## config.mk

```make
export PLATFORM = sky130hd
export DESIGN_NAME = ebas_sequencer
export DESIGN_NICKNAME = d
export VERILOG_FILES = /design/src/rtl/ebas_lane_encode.v /design/src/rtl/ebas_wait_counter.v /design/src/rtl/ebas_sequencer.v
export VERILOG_INCLUDE_DIRS = /design/src /design/src/rtl
export SDC_FILE = /design/constraint.sdc
export NUM_CORES = 1
export LEC_CHECK = 0
export BUFFER_PORTS_ARGS = -buffer_cell sky130_fd_sc_hd__buf_2
export CAP_MARGIN = 20
export CELL_PAD_IN_SITES_DETAIL_PLACEMENT = 1
export CELL_PAD_IN_SITES_GLOBAL_PLACEMENT = 2
export CORE_UTILIZATION = 28
export DETAILED_ROUTE_END_ITERATION = 12
export PLACE_DENSITY_LB_ADDON = 0.2
export SYNTH_ARGS = -nofsm -noshare
export SYNTH_HDL_FRONTEND = slang
export SYNTH_SLANG_ARGS = --single-unit
```

## constraint.sdc

```tcl
create_clock -name clk -period 2.3 [get_ports clk]
set_input_delay 0.69 -clock clk [delete_from_list [all_inputs] [get_ports clk]]
set_output_delay 0.69 -clock clk [all_outputs]
set_load 0.01 [all_outputs]
```

## src/rtl/ebas_regs.vh

```
// Constants for the external bus access sequencer.
`ifndef EBAS_REGS_VH
`define EBAS_REGS_VH
`define EBAS_WIDTH_8 2'h0
`define EBAS_WIDTH_16 2'h1
`define EBAS_WIDTH_32 2'h2
`define EBAS_SIZE_BYTE 3'h0
`define EBAS_SIZE_SHORT 3'h1
`define EBAS_SIZE_WORD 3'h2
`define EBAS_SIZE_DOUBLE 3'h3
`define EBAS_SIZE_TRIPLE 3'h4
`define EBAS_SIZE_QUAD 3'h5
`define EBAS_BURST_MAX 3'h4
`define EBAS_AD_WAIT_MAX 5'h1F
`define EBAS_DD_WAIT_MAX 2'h3
`define EBAS_XDA_WAIT_MAX 2'h3
`endif

```

## src/rtl/ebas_lane_encode.v

```verilog
// Byte enable encoding and data lane replication for one transfer.
`timescale 1ns/100ps
module ebas_lane_encode (
  // Transfer description
  input wire [1:0] bus_width,
  input wire [1:0] low_addr,
  input wire [2:0] size,
  input wire [31:0] wdata_in,
  // Encoded outputs
  output reg [3:0] lane_enable_n,
  output reg [31:0] wdata_out
);
`include "ebas_regs.vh"
  always @* begin
    lane_enable_n = 4'hF;
    wdata_out = wdata_in;
    case (bus_width)
      `EBAS_WIDTH_8: begin
        // Upper two enables are don't-care and held high.
        lane_enable_n = {2'h3, low_addr[1], low_addr[0]};
        wdata_out = {4{wdata_in[7:0]}};
      end
      `EBAS_WIDTH_16: begin
        if (size == `EBAS_SIZE_BYTE) begin
          lane_enable_n = {~low_addr[0], 1'h1, low_addr[1],
            low_addr[0]};
        end else begin
          lane_enable_n = {1'h0, 1'h1, low_addr[1], 1'h0};
        end
        wdata_out = {2{wdata_in[15:0]}};
      end
      default: begin
        if (size == `EBAS_SIZE_BYTE) begin
          lane_enable_n = ~(4'h1 << low_addr);
        end else if (size == `EBAS_SIZE_SHORT) begin
          lane_enable_n = low_addr[1] ? 4'h3 : 4'hC;
        end else begin
          lane_enable_n = 4'h0;
        end
      end
    endcase
  end
endmodule // ebas_lane_encode

```

## src/rtl/ebas_wait_counter.v

```verilog
// Loadable down counter for internal wait states.
`timescale 1ns/100ps
module ebas_wait_counter (
  // Clock and reset
  input wire clk,
  input wire rst,
  // Control
  input wire load,
  input wire [4:0] load_value,
  // Status
  output wire busy
);
  reg [4:0] count_reg;
  reg [4:0] count_next;
  always @* begin
    count_next = count_reg;
    if (load) begin
      count_next = load_value;
    end else if (count_reg != 5'h00) begin
      count_next = count_reg - 5'h01;
    end
  end
  always @(posedge clk) begin
    if (rst) begin
      count_reg <= 5'h00;
    end else begin
      count_reg <= count_next;
    end
  end
  assign busy = (count_reg != 5'h00);
endmodule // ebas_wait_counter

```

## src/rtl/ebas_sequencer.v

```verilog
// External bus access sequencer: address, data, wait and burst phases.
//
// Behaviour
// - Non-burst transfer is one address cycle, then one data cycle plus waits.
// - Address-to-data waits come from read or write region count.
// - Data-to-data waits are ignored in regions without burst.
// - Address cycle edge asserts strobe and drives address and status.
// - Direction changes on falling edge, never while enable is asserted.
// - Transceiver enable asserts on the edge ending the address cycle.
// - Counter strobe held asserted while the wait counter counts address or data-to-data waits, not turnaround.
// - With ready control, waits continue after the count until ready low.
// - With ready control, burst cut ignores ready, accepts data, new address cycle for rest.
// - Last-transfer asserts in final data cycle; enable deasserts there.
// - Turnaround waits follow the last data cycle before a new address.
// - Burst is one address cycle and two to four data cycles.
// - Wide requests on narrow buses split into bursts of up to four.
// - Burst uses 0-31 address-to-data and 0-3 data-to-data waits.
// - Two lowest address bits increment after each burst data cycle.
// - 32-bit bursts start aligned to quad or double word as sized.
// - 16-bit bursts aligned; data duplicated onto upper sixteen lines.
// - 8-bit bursts aligned; byte repeated on upper three byte lanes.
// - Word read on 32-bit region asserts all four lane enables.
// - Enable and direction stay asserted throughout the burst.
// - Each non-final burst data cycle is followed by data-to-data waits.
// - 8-bit region: enables 0 and 1 carry address bits 0 and 1.
// - 16-bit region: enable 1 is A1, enable 2 high, enable 0 low byte.
// - 32-bit region: each enable directly selects its own byte lane.
// - Ready ignored in idle, address and turnaround cycles.
`timescale 1ns/100ps
module ebas_sequencer (
  // Clock and reset
  input wire clk,
  input wire rst,
  // Request port from the processor core
  input wire req_valid,
  input wire req_write,
  input wire [31:0] req_addr,
  input wire [2:0] req_size,
  input wire [31:0] req_wdata,
  input wire req_supervisor,
  input wire req_code,
  input wire req_dma,
  output reg req_ready,
  output reg rdata_valid,
  output reg [31:0] rdata,
  output reg done,
  // Region configuration
  input wire [1:0] cfg_bus_width,
  input wire cfg_burst_en,
  input wire cfg_ready_en,
  input wire [4:0] read_addr_to_data_waits,
  input wire [4:0] write_addr_to_data_waits,
  input wire [1:0] read_data_to_data_waits,
  input wire [1:0] write_data_to_data_waits,
  input wire [1:0] turnaround_waits,
  // External bus
  input wire ready_n,
  input wire burst_cut_n,
  input wire [31:0] data_in,
  output reg [31:2] address,
  output reg [3:0] lane_enable_n,
  output reg [31:0] data_out,
  output reg [31:0] data_out_en,
  output reg address_strobe_n,
  output reg supervisor_access_n,
  output reg data_code,
  output reg dma_access_n,
  output reg write_read,
  output reg transceiver_direction,
  output reg transceiver_enable_n,
  output reg counter_strobe_n,
  output reg last_transfer_n
);
`include "ebas_regs.vh"
  localparam [4:0] S_IDLE = 5'h01;
  localparam [4:0] S_ADDR = 5'h02;
  localparam [4:0] S_WAIT = 5'h04;
  localparam [4:0] S_DATA = 5'h08;
  localparam [4:0] S_TURN = 5'h10;

  reg [4:0] state_reg;
  reg [4:0] state_next;
  reg [31:0] addr_reg;
  reg [2:0] size_reg;
  reg write_reg;
  reg [31:0] wdata_reg;
  reg [4:0] total_reg;
  reg [2:0] burst_left_reg;
  reg [1:0] width_reg;
  reg burst_reg;
  reg ready_en_reg;
  reg [1:0] dd_reg;
  reg [4:0] ad_reg;
  reg resume_reg;
  reg [1:0] enc_width;
  reg [2:0] enc_size;
  reg [1:0] enc_low;
  reg wait_load;
  reg [4:0] wait_value;
  wire wait_busy;
  wire [3:0] enc_lanes;
  wire [31:0] enc_wdata;
  reg [4:0] xfer_total;
  reg [2:0] burst_len;
  reg [1:0] step_addr;
  reg [31:0] addr_inc;
  reg data_taken;
  reg final_xfer;
  reg burst_final;

  ebas_wait_counter u_wait (
    .clk(clk),
    .rst(rst),
    .load(wait_load),
    .load_value(wait_value),
    .busy(wait_busy)
  );

  ebas_lane_encode u_lane (
    .bus_width(enc_width),
    .low_addr(enc_low),
    .size(enc_size),
    .wdata_in(wdata_reg),
    .lane_enable_n(enc_lanes),
    .wdata_out(enc_wdata)
  );

  // Transfer count per request and bus width; a quad on 8 bits is 16.
  always @* begin
    case (req_size)
      `EBAS_SIZE_BYTE: xfer_total = 5'h01;
      `EBAS_SIZE_SHORT: xfer_total = 5'h02;
      `EBAS_SIZE_WORD: xfer_total = 5'h04;
      `EBAS_SIZE_DOUBLE: xfer_total = 5'h08;
      `EBAS_SIZE_TRIPLE: xfer_total = 5'h0C;
      default: xfer_total = 5'h10;
    endcase
    if (cfg_bus_width == `EBAS_WIDTH_16) begin
      xfer_total = (xfer_total == 5'h01) ? 5'h01 : {1'h0, xfer_total[4:1]};
    end else if (cfg_bus_width == `EBAS_WIDTH_32) begin
      xfer_total = (xfer_total[4:2] == 3'h0) ? 5'h01 :
        {2'h0, xfer_total[4:2]};
    end
  end

  // Burst stepping bits; the encoder sees the offered request while idle
  // and the next transfer's address in data cycles.
  always @* begin
    enc_width = (state_reg == S_IDLE) ? cfg_bus_width : width_reg;
    enc_size = (state_reg == S_IDLE) ? req_size : size_reg;
    enc_low = (state_reg == S_IDLE) ? req_addr[1:0] :
      (state_reg == S_DATA) ? addr_inc[1:0] : addr_reg[1:0];
    case (width_reg)
      `EBAS_WIDTH_8: step_addr = addr_reg[1:0];
      `EBAS_WIDTH_16: step_addr = addr_reg[2:1];
      default: step_addr = addr_reg[3:2];
    endcase
  end

  // Advance one bus width; only the two lowest stepping bits roll within
  // a burst, the carry lands in the next burst's base address.
  always @* begin
    case (width_reg)
      `EBAS_WIDTH_8: addr_inc = addr_reg + 32'h00000001;
      `EBAS_WIDTH_16: addr_inc = addr_reg + 32'h00000002;
      default: addr_inc = addr_reg + 32'h00000004;
    endcase
  end

  // Burst length from remaining count and alignment; a start not aligned
  // to the length gets a shorter burst, so bursts stay legal.
  always @* begin
    if (!burst_reg) begin
      burst_len = 3'h1;
    end else if (total_reg >= 5'h04 && step_addr == 2'h0) begin
      burst_len = `EBAS_BURST_MAX;
    end else if (total_reg == 5'h03 && step_addr == 2'h0) begin
      burst_len = 3'h3;
    end else if (total_reg >= 5'h02 && step_addr[0] == 1'h0) begin
      burst_len = 3'h2;
    end else begin
      burst_len = 3'h1;
    end
  end

  // Ready and burst cut are only sampled in data cycles.
  always @* begin
    data_taken = 1'h0;
    if (state_reg == S_DATA) begin
      if (!ready_en_reg) begin
        data_taken = 1'h1;
      end else if (!burst_cut_n) begin
        data_taken = 1'h1;
      end else begin
        data_taken = !ready_n;
      end
    end
  end

  always @* begin
    burst_final = (burst_left_reg == 3'h1) ||
      (ready_en_reg && !burst_cut_n);
    final_xfer = (total_reg == 5'h01);
  end

  // Next state and wait counter loading.
  always @* begin
    state_next = state_reg;
    wait_load = 1'h0;
    wait_value = 5'h00;
    case (state_reg)
      S_IDLE: begin
        if (req_valid) begin
          state_next = S_ADDR;
        end
      end
      S_ADDR: begin
        wait_load = (ad_reg != 5'h00);
        wait_value = ad_reg - 5'h01;
        state_next = (ad_reg == 5'h00) ? S_DATA : S_WAIT;
      end
      S_WAIT: begin
        state_next = wait_busy ? S_WAIT : S_DATA;
      end
      S_DATA: begin
        if (data_taken) begin
          if (final_xfer) begin
            wait_load = (turnaround_waits != 2'h0);
            wait_value = {3'h0, turnaround_waits} - 5'h01;
            state_next = (turnaround_waits == 2'h0) ? S_IDLE : S_TURN;
          end else if (burst_final) begin
            state_next = S_ADDR;
          end else begin
            wait_load = (dd_reg != 2'h0);
            wait_value = {3'h0, dd_reg} - 5'h01;
            state_next = (dd_reg == 2'h0) ? S_DATA : S_WAIT;
          end
        end
      end
      S_TURN: begin
        // Ready is not looked at here, so turnaround cannot stretch.
        if (!wait_busy) begin
          state_next = S_IDLE;
        end
      end
      default: state_next = S_IDLE;
    endcase
  end

  always @(posedge clk) begin
    if (rst) begin
      state_reg <= S_IDLE;
      addr_reg <= 32'h00000000;
      size_reg <= 3'h0;
      write_reg <= 1'h0;
      wdata_reg <= 32'h00000000;
      total_reg <= 5'h00;
      burst_left_reg <= 3'h0;
      width_reg <= 2'h0;
      burst_reg <= 1'h0;
      ready_en_reg <= 1'h0;
      dd_reg <= 2'h0;
      ad_reg <= 5'h00;
      resume_reg <= 1'h0;
      req_ready <= 1'h0;
      rdata_valid <= 1'h0;
      rdata <= 32'h00000000;
      done <= 1'h0;
      address <= 30'h00000000;
      lane_enable_n <= 4'hF;
      data_out <= 32'h00000000;
      data_out_en <= 32'h00000000;
      address_strobe_n <= 1'h1;
      supervisor_access_n <= 1'h1;
      data_code <= 1'h0;
      dma_access_n <= 1'h1;
      write_read <= 1'h0;
      transceiver_enable_n <= 1'h1;
      counter_strobe_n <= 1'h1;
      last_transfer_n <= 1'h1;
    end else begin
      state_reg <= state_next;
      req_ready <= (state_next == S_IDLE);
      rdata_valid <= 1'h0;
      done <= 1'h0;
      address_strobe_n <= 1'h1;
      counter_strobe_n <= 1'h1;
      last_transfer_n <= 1'h1;
      if (state_reg == S_IDLE && req_valid) begin
        addr_reg <= req_addr;
        size_reg <= req_size;
        write_reg <= req_write;
        wdata_reg <= req_wdata;
        total_reg <= xfer_total;
        width_reg <= cfg_bus_width;
        burst_reg <= cfg_burst_en;
        ready_en_reg <= cfg_ready_en;
        ad_reg <= req_write ? write_addr_to_data_waits :
          read_addr_to_data_waits;
        dd_reg <= cfg_burst_en ? (req_write ? write_data_to_data_waits :
          read_data_to_data_waits) : 2'h0;
        req_ready <= 1'h0;
      end
      if (state_next == S_ADDR) begin
        address_strobe_n <= 1'h0;
        address <= (state_reg == S_IDLE) ? req_addr[31:2] :
          addr_inc[31:2];
        lane_enable_n <= enc_lanes;
        supervisor_access_n <= (state_reg == S_IDLE) ? !req_supervisor :
          supervisor_access_n;
        data_code <= (state_reg == S_IDLE) ? req_code : data_code;
        dma_access_n <= (state_reg == S_IDLE) ? !req_dma : dma_access_n;
        write_read <= (state_reg == S_IDLE) ? req_write : write_read;
      end
      if (state_reg == S_ADDR) begin
        burst_left_reg <= resume_reg ? burst_left_reg : burst_len;
        resume_reg <= 1'h0;
        transceiver_enable_n <= 1'h0;
        data_out <= enc_wdata;
        data_out_en <= write_reg ? 32'hFFFFFFFF : 32'h00000000;
      end
      if (state_next == S_WAIT) begin
        counter_strobe_n <= 1'h0;
      end
      if (state_next == S_DATA && ((state_reg == S_ADDR) ?
          ((resume_reg ? burst_left_reg : burst_len) == 3'h1) :
          (burst_left_reg == 3'h1 ||
          (data_taken && burst_left_reg == 3'h2)))) begin
        last_transfer_n <= 1'h0;
      end
      if (data_taken) begin
        rdata <= data_in;
        rdata_valid <= !write_reg;
        addr_reg <= addr_inc;
        total_reg <= total_reg - 5'h01;
        burst_left_reg <= burst_left_reg - 3'h1;
        if (!final_xfer && !burst_final) begin
          lane_enable_n <= enc_lanes;
          address <= addr_inc[31:2];
        end
        if (final_xfer) begin
          transceiver_enable_n <= 1'h1;
          data_out_en <= 32'h00000000;
          done <= 1'h1;
        end else if (burst_final) begin
          transceiver_enable_n <= 1'h1;
          resume_reg <= (burst_left_reg != 3'h1);
        end
      end
    end
  end

  // Direction moves on the falling edge after the address strobe, while
  // the transceiver enable is still high, so it never toggles under it.
  always @(negedge clk) begin
    if (rst) begin
      transceiver_direction <= 1'h0;
    end else if (state_reg == S_ADDR) begin
      transceiver_direction <= write_reg;
    end
  end
endmodule // ebas_sequencer

```

==> results.toml, run 1 <==
[pwr]
total_power_uw = 11750
leakagePower_uw = 0.006182
cellPowerDensity_nw_per_um2 = 783.1
ir_drop_v = 0.0005496

[clocking]
path_clk_slew_ps = 60
htreeDepth = 1
cts_hold_buf = 0
worstSkewPairLatency_ps = 610
numCtsBuffers = 29
clock_path_buffers = 3
cts_sinks = 240
clockRootBuffer = "clkbuf_16"
cts_tree = "yes"

[critical_path]
cp_max_fo = 2
max_stage_delay_ps = 320
critical_path_arrival_ps = 2190
startpoint_type = "register"
crit_family = "flip-flops"
critPathSlowestCell = "dfxtp_2"
reg2reg_to = "addr_reg[25]"
cp_num_buf_inv = 1
reg2reg_setup_slack_ps = 20
worst_setup_path_end_kind = "output pin"
crit_chain = "buf_6"
rr_worst_depth = 7
worstPathRequired_ps = 1610
rr_startpoint = "addr_reg[6]"
worstSetupPathType = "register to output pin"

[min_path]
holdPathEnd = "supervisor_access_n"
min_from = "req_supervisor"
min_path_type = "input port to register"
worstHoldPathCells = 2

[synth]
ys_warn_count = 0
yosysUniqueCellTypes = 70
ys_ff_latch = 240
synth_ff_type = "dfxtp_1"
ys_seq_area_share_pct = 43.08
synth_edf_count = 0
syn_area_sq_um = 11150
avgSynthCellArea_sq_um = 7.904
ys_async_sr_fraction_pct = 0
syn_nets = 1556
syn_inst = 1411

[finish]
multi_input_area_sq_um = 5936
layout-drive-gt1-share_pct = 29.45
mostFrequentLayoutCells = "buf_2, nand2_1, dfxtp_1, a21oi_1, nor2_1"
syn_to_final_growth_pct = 34.50
nets = 1881
final_common_cell = "buf_2"
final_core_util_pct = 38.46
regArea_sq_um = 4817
nFillCells = 4736

[timing]
maxSlewViolCount = 0
finClkSkew_ps = 33.50
finalSetupViolCount = 1
slew_headroom_pct = 63.81
finalHoldViolCount = 0
tightest_slew_ps = 538.8
rsz0062_at_grt = "yes"
setup_ws_ps = -577.7

[global_route]
grt_max_degree = 90
grt_pass1_vias = 11700
grt_pass1_wl_mm = 67.32
grt-ovfl-total = 0
antenna_found_initial = 4
grt_usage_pct = 20.73

[floorplanning]
io_pins = 270
core_sq_um = 39010
rows = 72
die_h_microns = 201.6
die_x_microns = 201.6
die_area_sq_um = 40630
start_util_pct = 28.59

[outcome]
violations = "setup timing"
status = "finished, violations left"

[routing]
vias = 11510
wl_mm = 43.21
vias_per_cell = 5.050
drt.antenna.violating_nets = 0
wl_per_cell_microns = 18.96
initialDrtViolationCount = 612
dr.pass1.iters = 7
drc = 0

[placed_design]
dp_hpwl_mm = 31.04
place_ws_ps = -65.42
port-buffer-count = 269
gp_congestion = 0.7955

[flow_run]
cap_violations = 0
[logic make-up after synthesis]
logic type                 count (synthesis)  synth area share, %
muxes                                     30                2.827
DFF                                      240                43.08
AOI/OAI and AO/OA                        400                21.90
adders and majority gates                 17                1.907
buffers and inverters                    139                5.037
xor gates and xnor gates                  40                3.141
and+or+nand+nor                          545                22.11
[cells in the mapped netlist (5+ instances only)]
cell type / count / area [sq um]
clkbuf_1: 78 / 292.8
mux2i_1: 18 / 180.2
o221ai_1: 19 / 166.4
a211oi_1: 28 / 210.2
a21oi_1: 182 / 910.9
and2_1: 8 / 50.05
a222oi_1: 5 / 50.05
o211ai_1: 7 / 52.55
xor2_1: 12 / 105.1
o22ai_1: 6 / 37.54
nand2_1: 247 / 927.1
buf_2: 21 / 105.1
nand2b_1: 7 / 43.79
nor3_1: 35 / 175.2
o31ai_1: 5 / 37.54
nand4_1: 10 / 62.56
nor4b_1: 5 / 43.79
nand3_1: 38 / 190.2
nor4_1: 9 / 56.30
a21o_1: 8 / 60.06
xnor2_1: 28 / 245.2
a311oi_1: 8 / 70.07
or4_1: 6 / 45.04
a22oi_1: 11 / 82.58
and3_1: 8 / 50.05
or3_1: 6 / 37.54
buf_1: 6 / 22.52
mux2_2: 12 / 135.1
ha_1: 17 / 212.7
a221oi_1: 6 / 52.55
inv_1: 29 / 108.9
dfxtp_1: 240 / 4805
o21ai_0: 73 / 365.4
a31oi_1: 11 / 68.82
nor2_1: 136 / 510.5
[worst max-delay path by stage]
stage	startpoint	to	slack (ps)	depth (start not counted)
after floorplan	state_reg[3]	transceiver_direction	-380	7
after global placement	addr_reg[1]	addr_reg[17]	-2	8
after detailed placement	addr_reg[1]	addr_reg[17]	-70	8
after CTS	transceiver_direction	transceiver_direction	-600	1
after global routing	transceiver_direction	transceiver_direction	-620	1
final	transceiver_direction	transceiver_direction	-580	1
[report_power, final]
group	internal (uW)	switching (uW)	leakage (uW)
registers	4450	228	0.00196
clock network	2830	1950	0.000487
logic	967	1320	0.00373
[per-stage QoR]
stage / setup TNS, ps / cells / cell area (sq um) / hold WS, ps
6_report: -577.7 / 2279 / 15000 / 331.8
5_1_grt: -689.9 / 2278 / 15000 / 330.4
3_5_place_dp: -250.4 / 2216 / 13820 / 446.7
2_1_floorplan: -380.5 / 1411 / 11200 / 411.5
4_1_cts: -598.3 / 2270 / 14830 / 313.5
3_3_place_gp: -2.352 / 2216 / 13820 / 439.9
[what timing repair did]
item | in CTS | in global routing
buffers inserted | 0 | 7
endpoints found under the setup margin | 11 | 35
pin swaps | 3 | 11
hold endpoints to repair | 0 | 0
resized for setup | 8 | 34
[layout make-up]
class / instances / area share (%)
flip-flops and latches: 240 / 32.11
multi-input cells: 1032 / 39.57
repair buffers: 404 / 16.70
clock buffers: 40 / 5.447
inverters: 28 / 0.7006
diodes: 2 / 0.03336
well taps: 518 / 4.321
clock inverters: 15 / 1.118
[per-layer routing]
metal | track usage, % | vias up | part of all wire [%]
li1 | - | 5629 | -
met1 | 28.16 | 5579 | 47
met2 | 34.30 | 229 | 47
met3 | 3.207 | 67 | 4.3
met4 | 4.816 | 4 | 1.8
met5 | 0 | - | 0.051
No activity file was read; power rests on OpenSTA's default activity.
==> run 2: changes to the inputs <==
--- a/config.mk
+++ b/config.mk
@@ -12,6 +12,7 @@
 export CELL_PAD_IN_SITES_GLOBAL_PLACEMENT = 2
 export CORE_UTILIZATION = 28
 export DETAILED_ROUTE_END_ITERATION = 12
+export MAX_ROUTING_LAYER = met4
 export PLACE_DENSITY_LB_ADDON = 0.2
 export SYNTH_ARGS = -nofsm -noshare
 export SYNTH_HDL_FRONTEND = slang
==> run 2 against run 1 <==
The flow still finishes with violations (setup timing). Clock skew is essentially flat. Wire length about the same. Non-clock buffer count unchanged. Largest power group unchanged. Via count barely moved. Sequential share of layout area barely moved. Critical endpoint unchanged. Critical path depth did not move.
==> results.toml, run 2 (synthesis results as in run 1) <==
[finish]
final_common_cell = "buf_2"
regArea_sq_um = 4817
layout-drive-gt1-share_pct = 29.45
design_area_sq_um = 15010
mostFrequentLayoutCells = "buf_2, nand2_1, dfxtp_1, a21oi_1, nor2_1"
multi_input_area_sq_um = 5936
nets = 1881
nFillCells = 4738
final_core_util_pct = 38.47
syn_to_final_growth_pct = 34.54

[clocking]
htreeDepth = 1
cts_tree = "yes"
clock_path_buffers = 3
clockRootBuffer = "clkbuf_16"
path_clk_slew_ps = 60
numCtsBuffers = 29
cts_hold_buf = 0
cts_sinks = 240
worstSkewPairLatency_ps = 610

[global_route]
grt_usage_pct = 21.39
antenna_found_initial = 4
grt_pass1_wl_mm = 67.46
grt-ovfl-total = 0
grt_max_degree = 90
grt_pass1_vias = 11660

[flow_run]
cap_violations = 0

[placed_design]
placed_cell_area_sq_um = 13820
gp_congestion = 0.8068
port-buffer-count = 269
dp_hpwl_mm = 31.04

[timing]
tightest_slew_ps = 555.2
finalHoldViolCount = 0
rsz0062_at_grt = "yes"
setup_ws_ps = -577.4
slew_headroom_pct = 62.99
maxSlewViolCount = 0
finClkSkew_ps = 33.07
finalSetupViolCount = 1

[pwr]
total_power_uw = 11750
ir_drop_v = 0.0005503
leakagePower_uw = 0.006182
cellPowerDensity_nw_per_um2 = 783.1

[routing]
vias_per_cell = 5.043
drc = 0
initialDrtViolationCount = 617
wl_per_cell_microns = 18.96
vias = 11500
drt.antenna.violating_nets = 0
wl_mm = 43.25
dr.pass1.iters = 5

[critical_path]
max_stage_delay_ps = 320
critical_path_arrival_ps = 2190
critPathSlowestCell = "dfxtp_2"
worstPathRequired_ps = 1610
worstSetupPathType = "register to output pin"
crit_chain = "buf_6"
cp_max_fo = 2
worst_setup_path_end_kind = "output pin"
cp_num_buf_inv = 1
startpoint_type = "register"
crit_family = "flip-flops"

[floorplanning]
die_area_sq_um = 40630
die_x_microns = 201.6
die_h_microns = 201.6
io_pins = 270
core_sq_um = 39010
rows = 72
start_util_pct = 28.59

[outcome]
violations = "setup timing"
status = "finished, violations left"

[min_path]
min_path_type = "input port to register"
run 2: routing by layer:
layer  share of wire (%)  track usage [%]  wire length (microns)
met3                 4.1            2.980                   1765
met5                   0                -                      0
met4                 1.8            4.816                    757
met2                  47            34.19                  20140
met1                  48            28.52                  20580
run 2: timing repair:
item                       in CTS  in global routing
pin swaps                       3                 11
setup endpoints to repair      11                 35
resized for setup               8                 34
buffers inserted                0                  7
run 2: path summary, 6_finish.rpt:
check	start	to	slack (ps)	cells past startpoint
max	transceiver_direction	transceiver_direction	-580	1
min	req_supervisor	supervisor_access_n	330	2
max reg2reg	addr_reg[6]	addr_reg[25]	30	7
min reg2reg	burst_reg	burst_reg	450	2
run 2: report_power, final:
group | switching [uW] | total [uW] | internal, uW
registers | 229 | 4680 | 4450
logic | 1320 | 2290 | 967
clock network | 1960 | 4780 | 2830
total | 3510 | 11800 | 8240
run 2: layout make-up:
cell class | instances | share of cell area [%]
clock inverter | 15 | 1.117
sequential | 240 | 32.10
multi-input combinational | 1032 | 39.56
antenna | 4 | 0.06671
timing repair buffer | 404 | 16.69
tap | 518 | 4.319
clock buffer | 40 | 5.445
inverter | 28 | 0.7004
run 2: per-stage QoR:
step	hold WS [ps]	std cells	worst slack [ps]	setup TNS [ps]
after floorplan	411.5	1411	-380.5	-380.5
after global placement	439.9	2216	-2.352	-2.352
after detailed placement	446.7	2216	-65.42	-250.4
after CTS	313.5	2270	-598.3	-598.3
after global routing	330.3	2281	-619.1	-689.7
final	333.9	2281	-577.4	-577.4
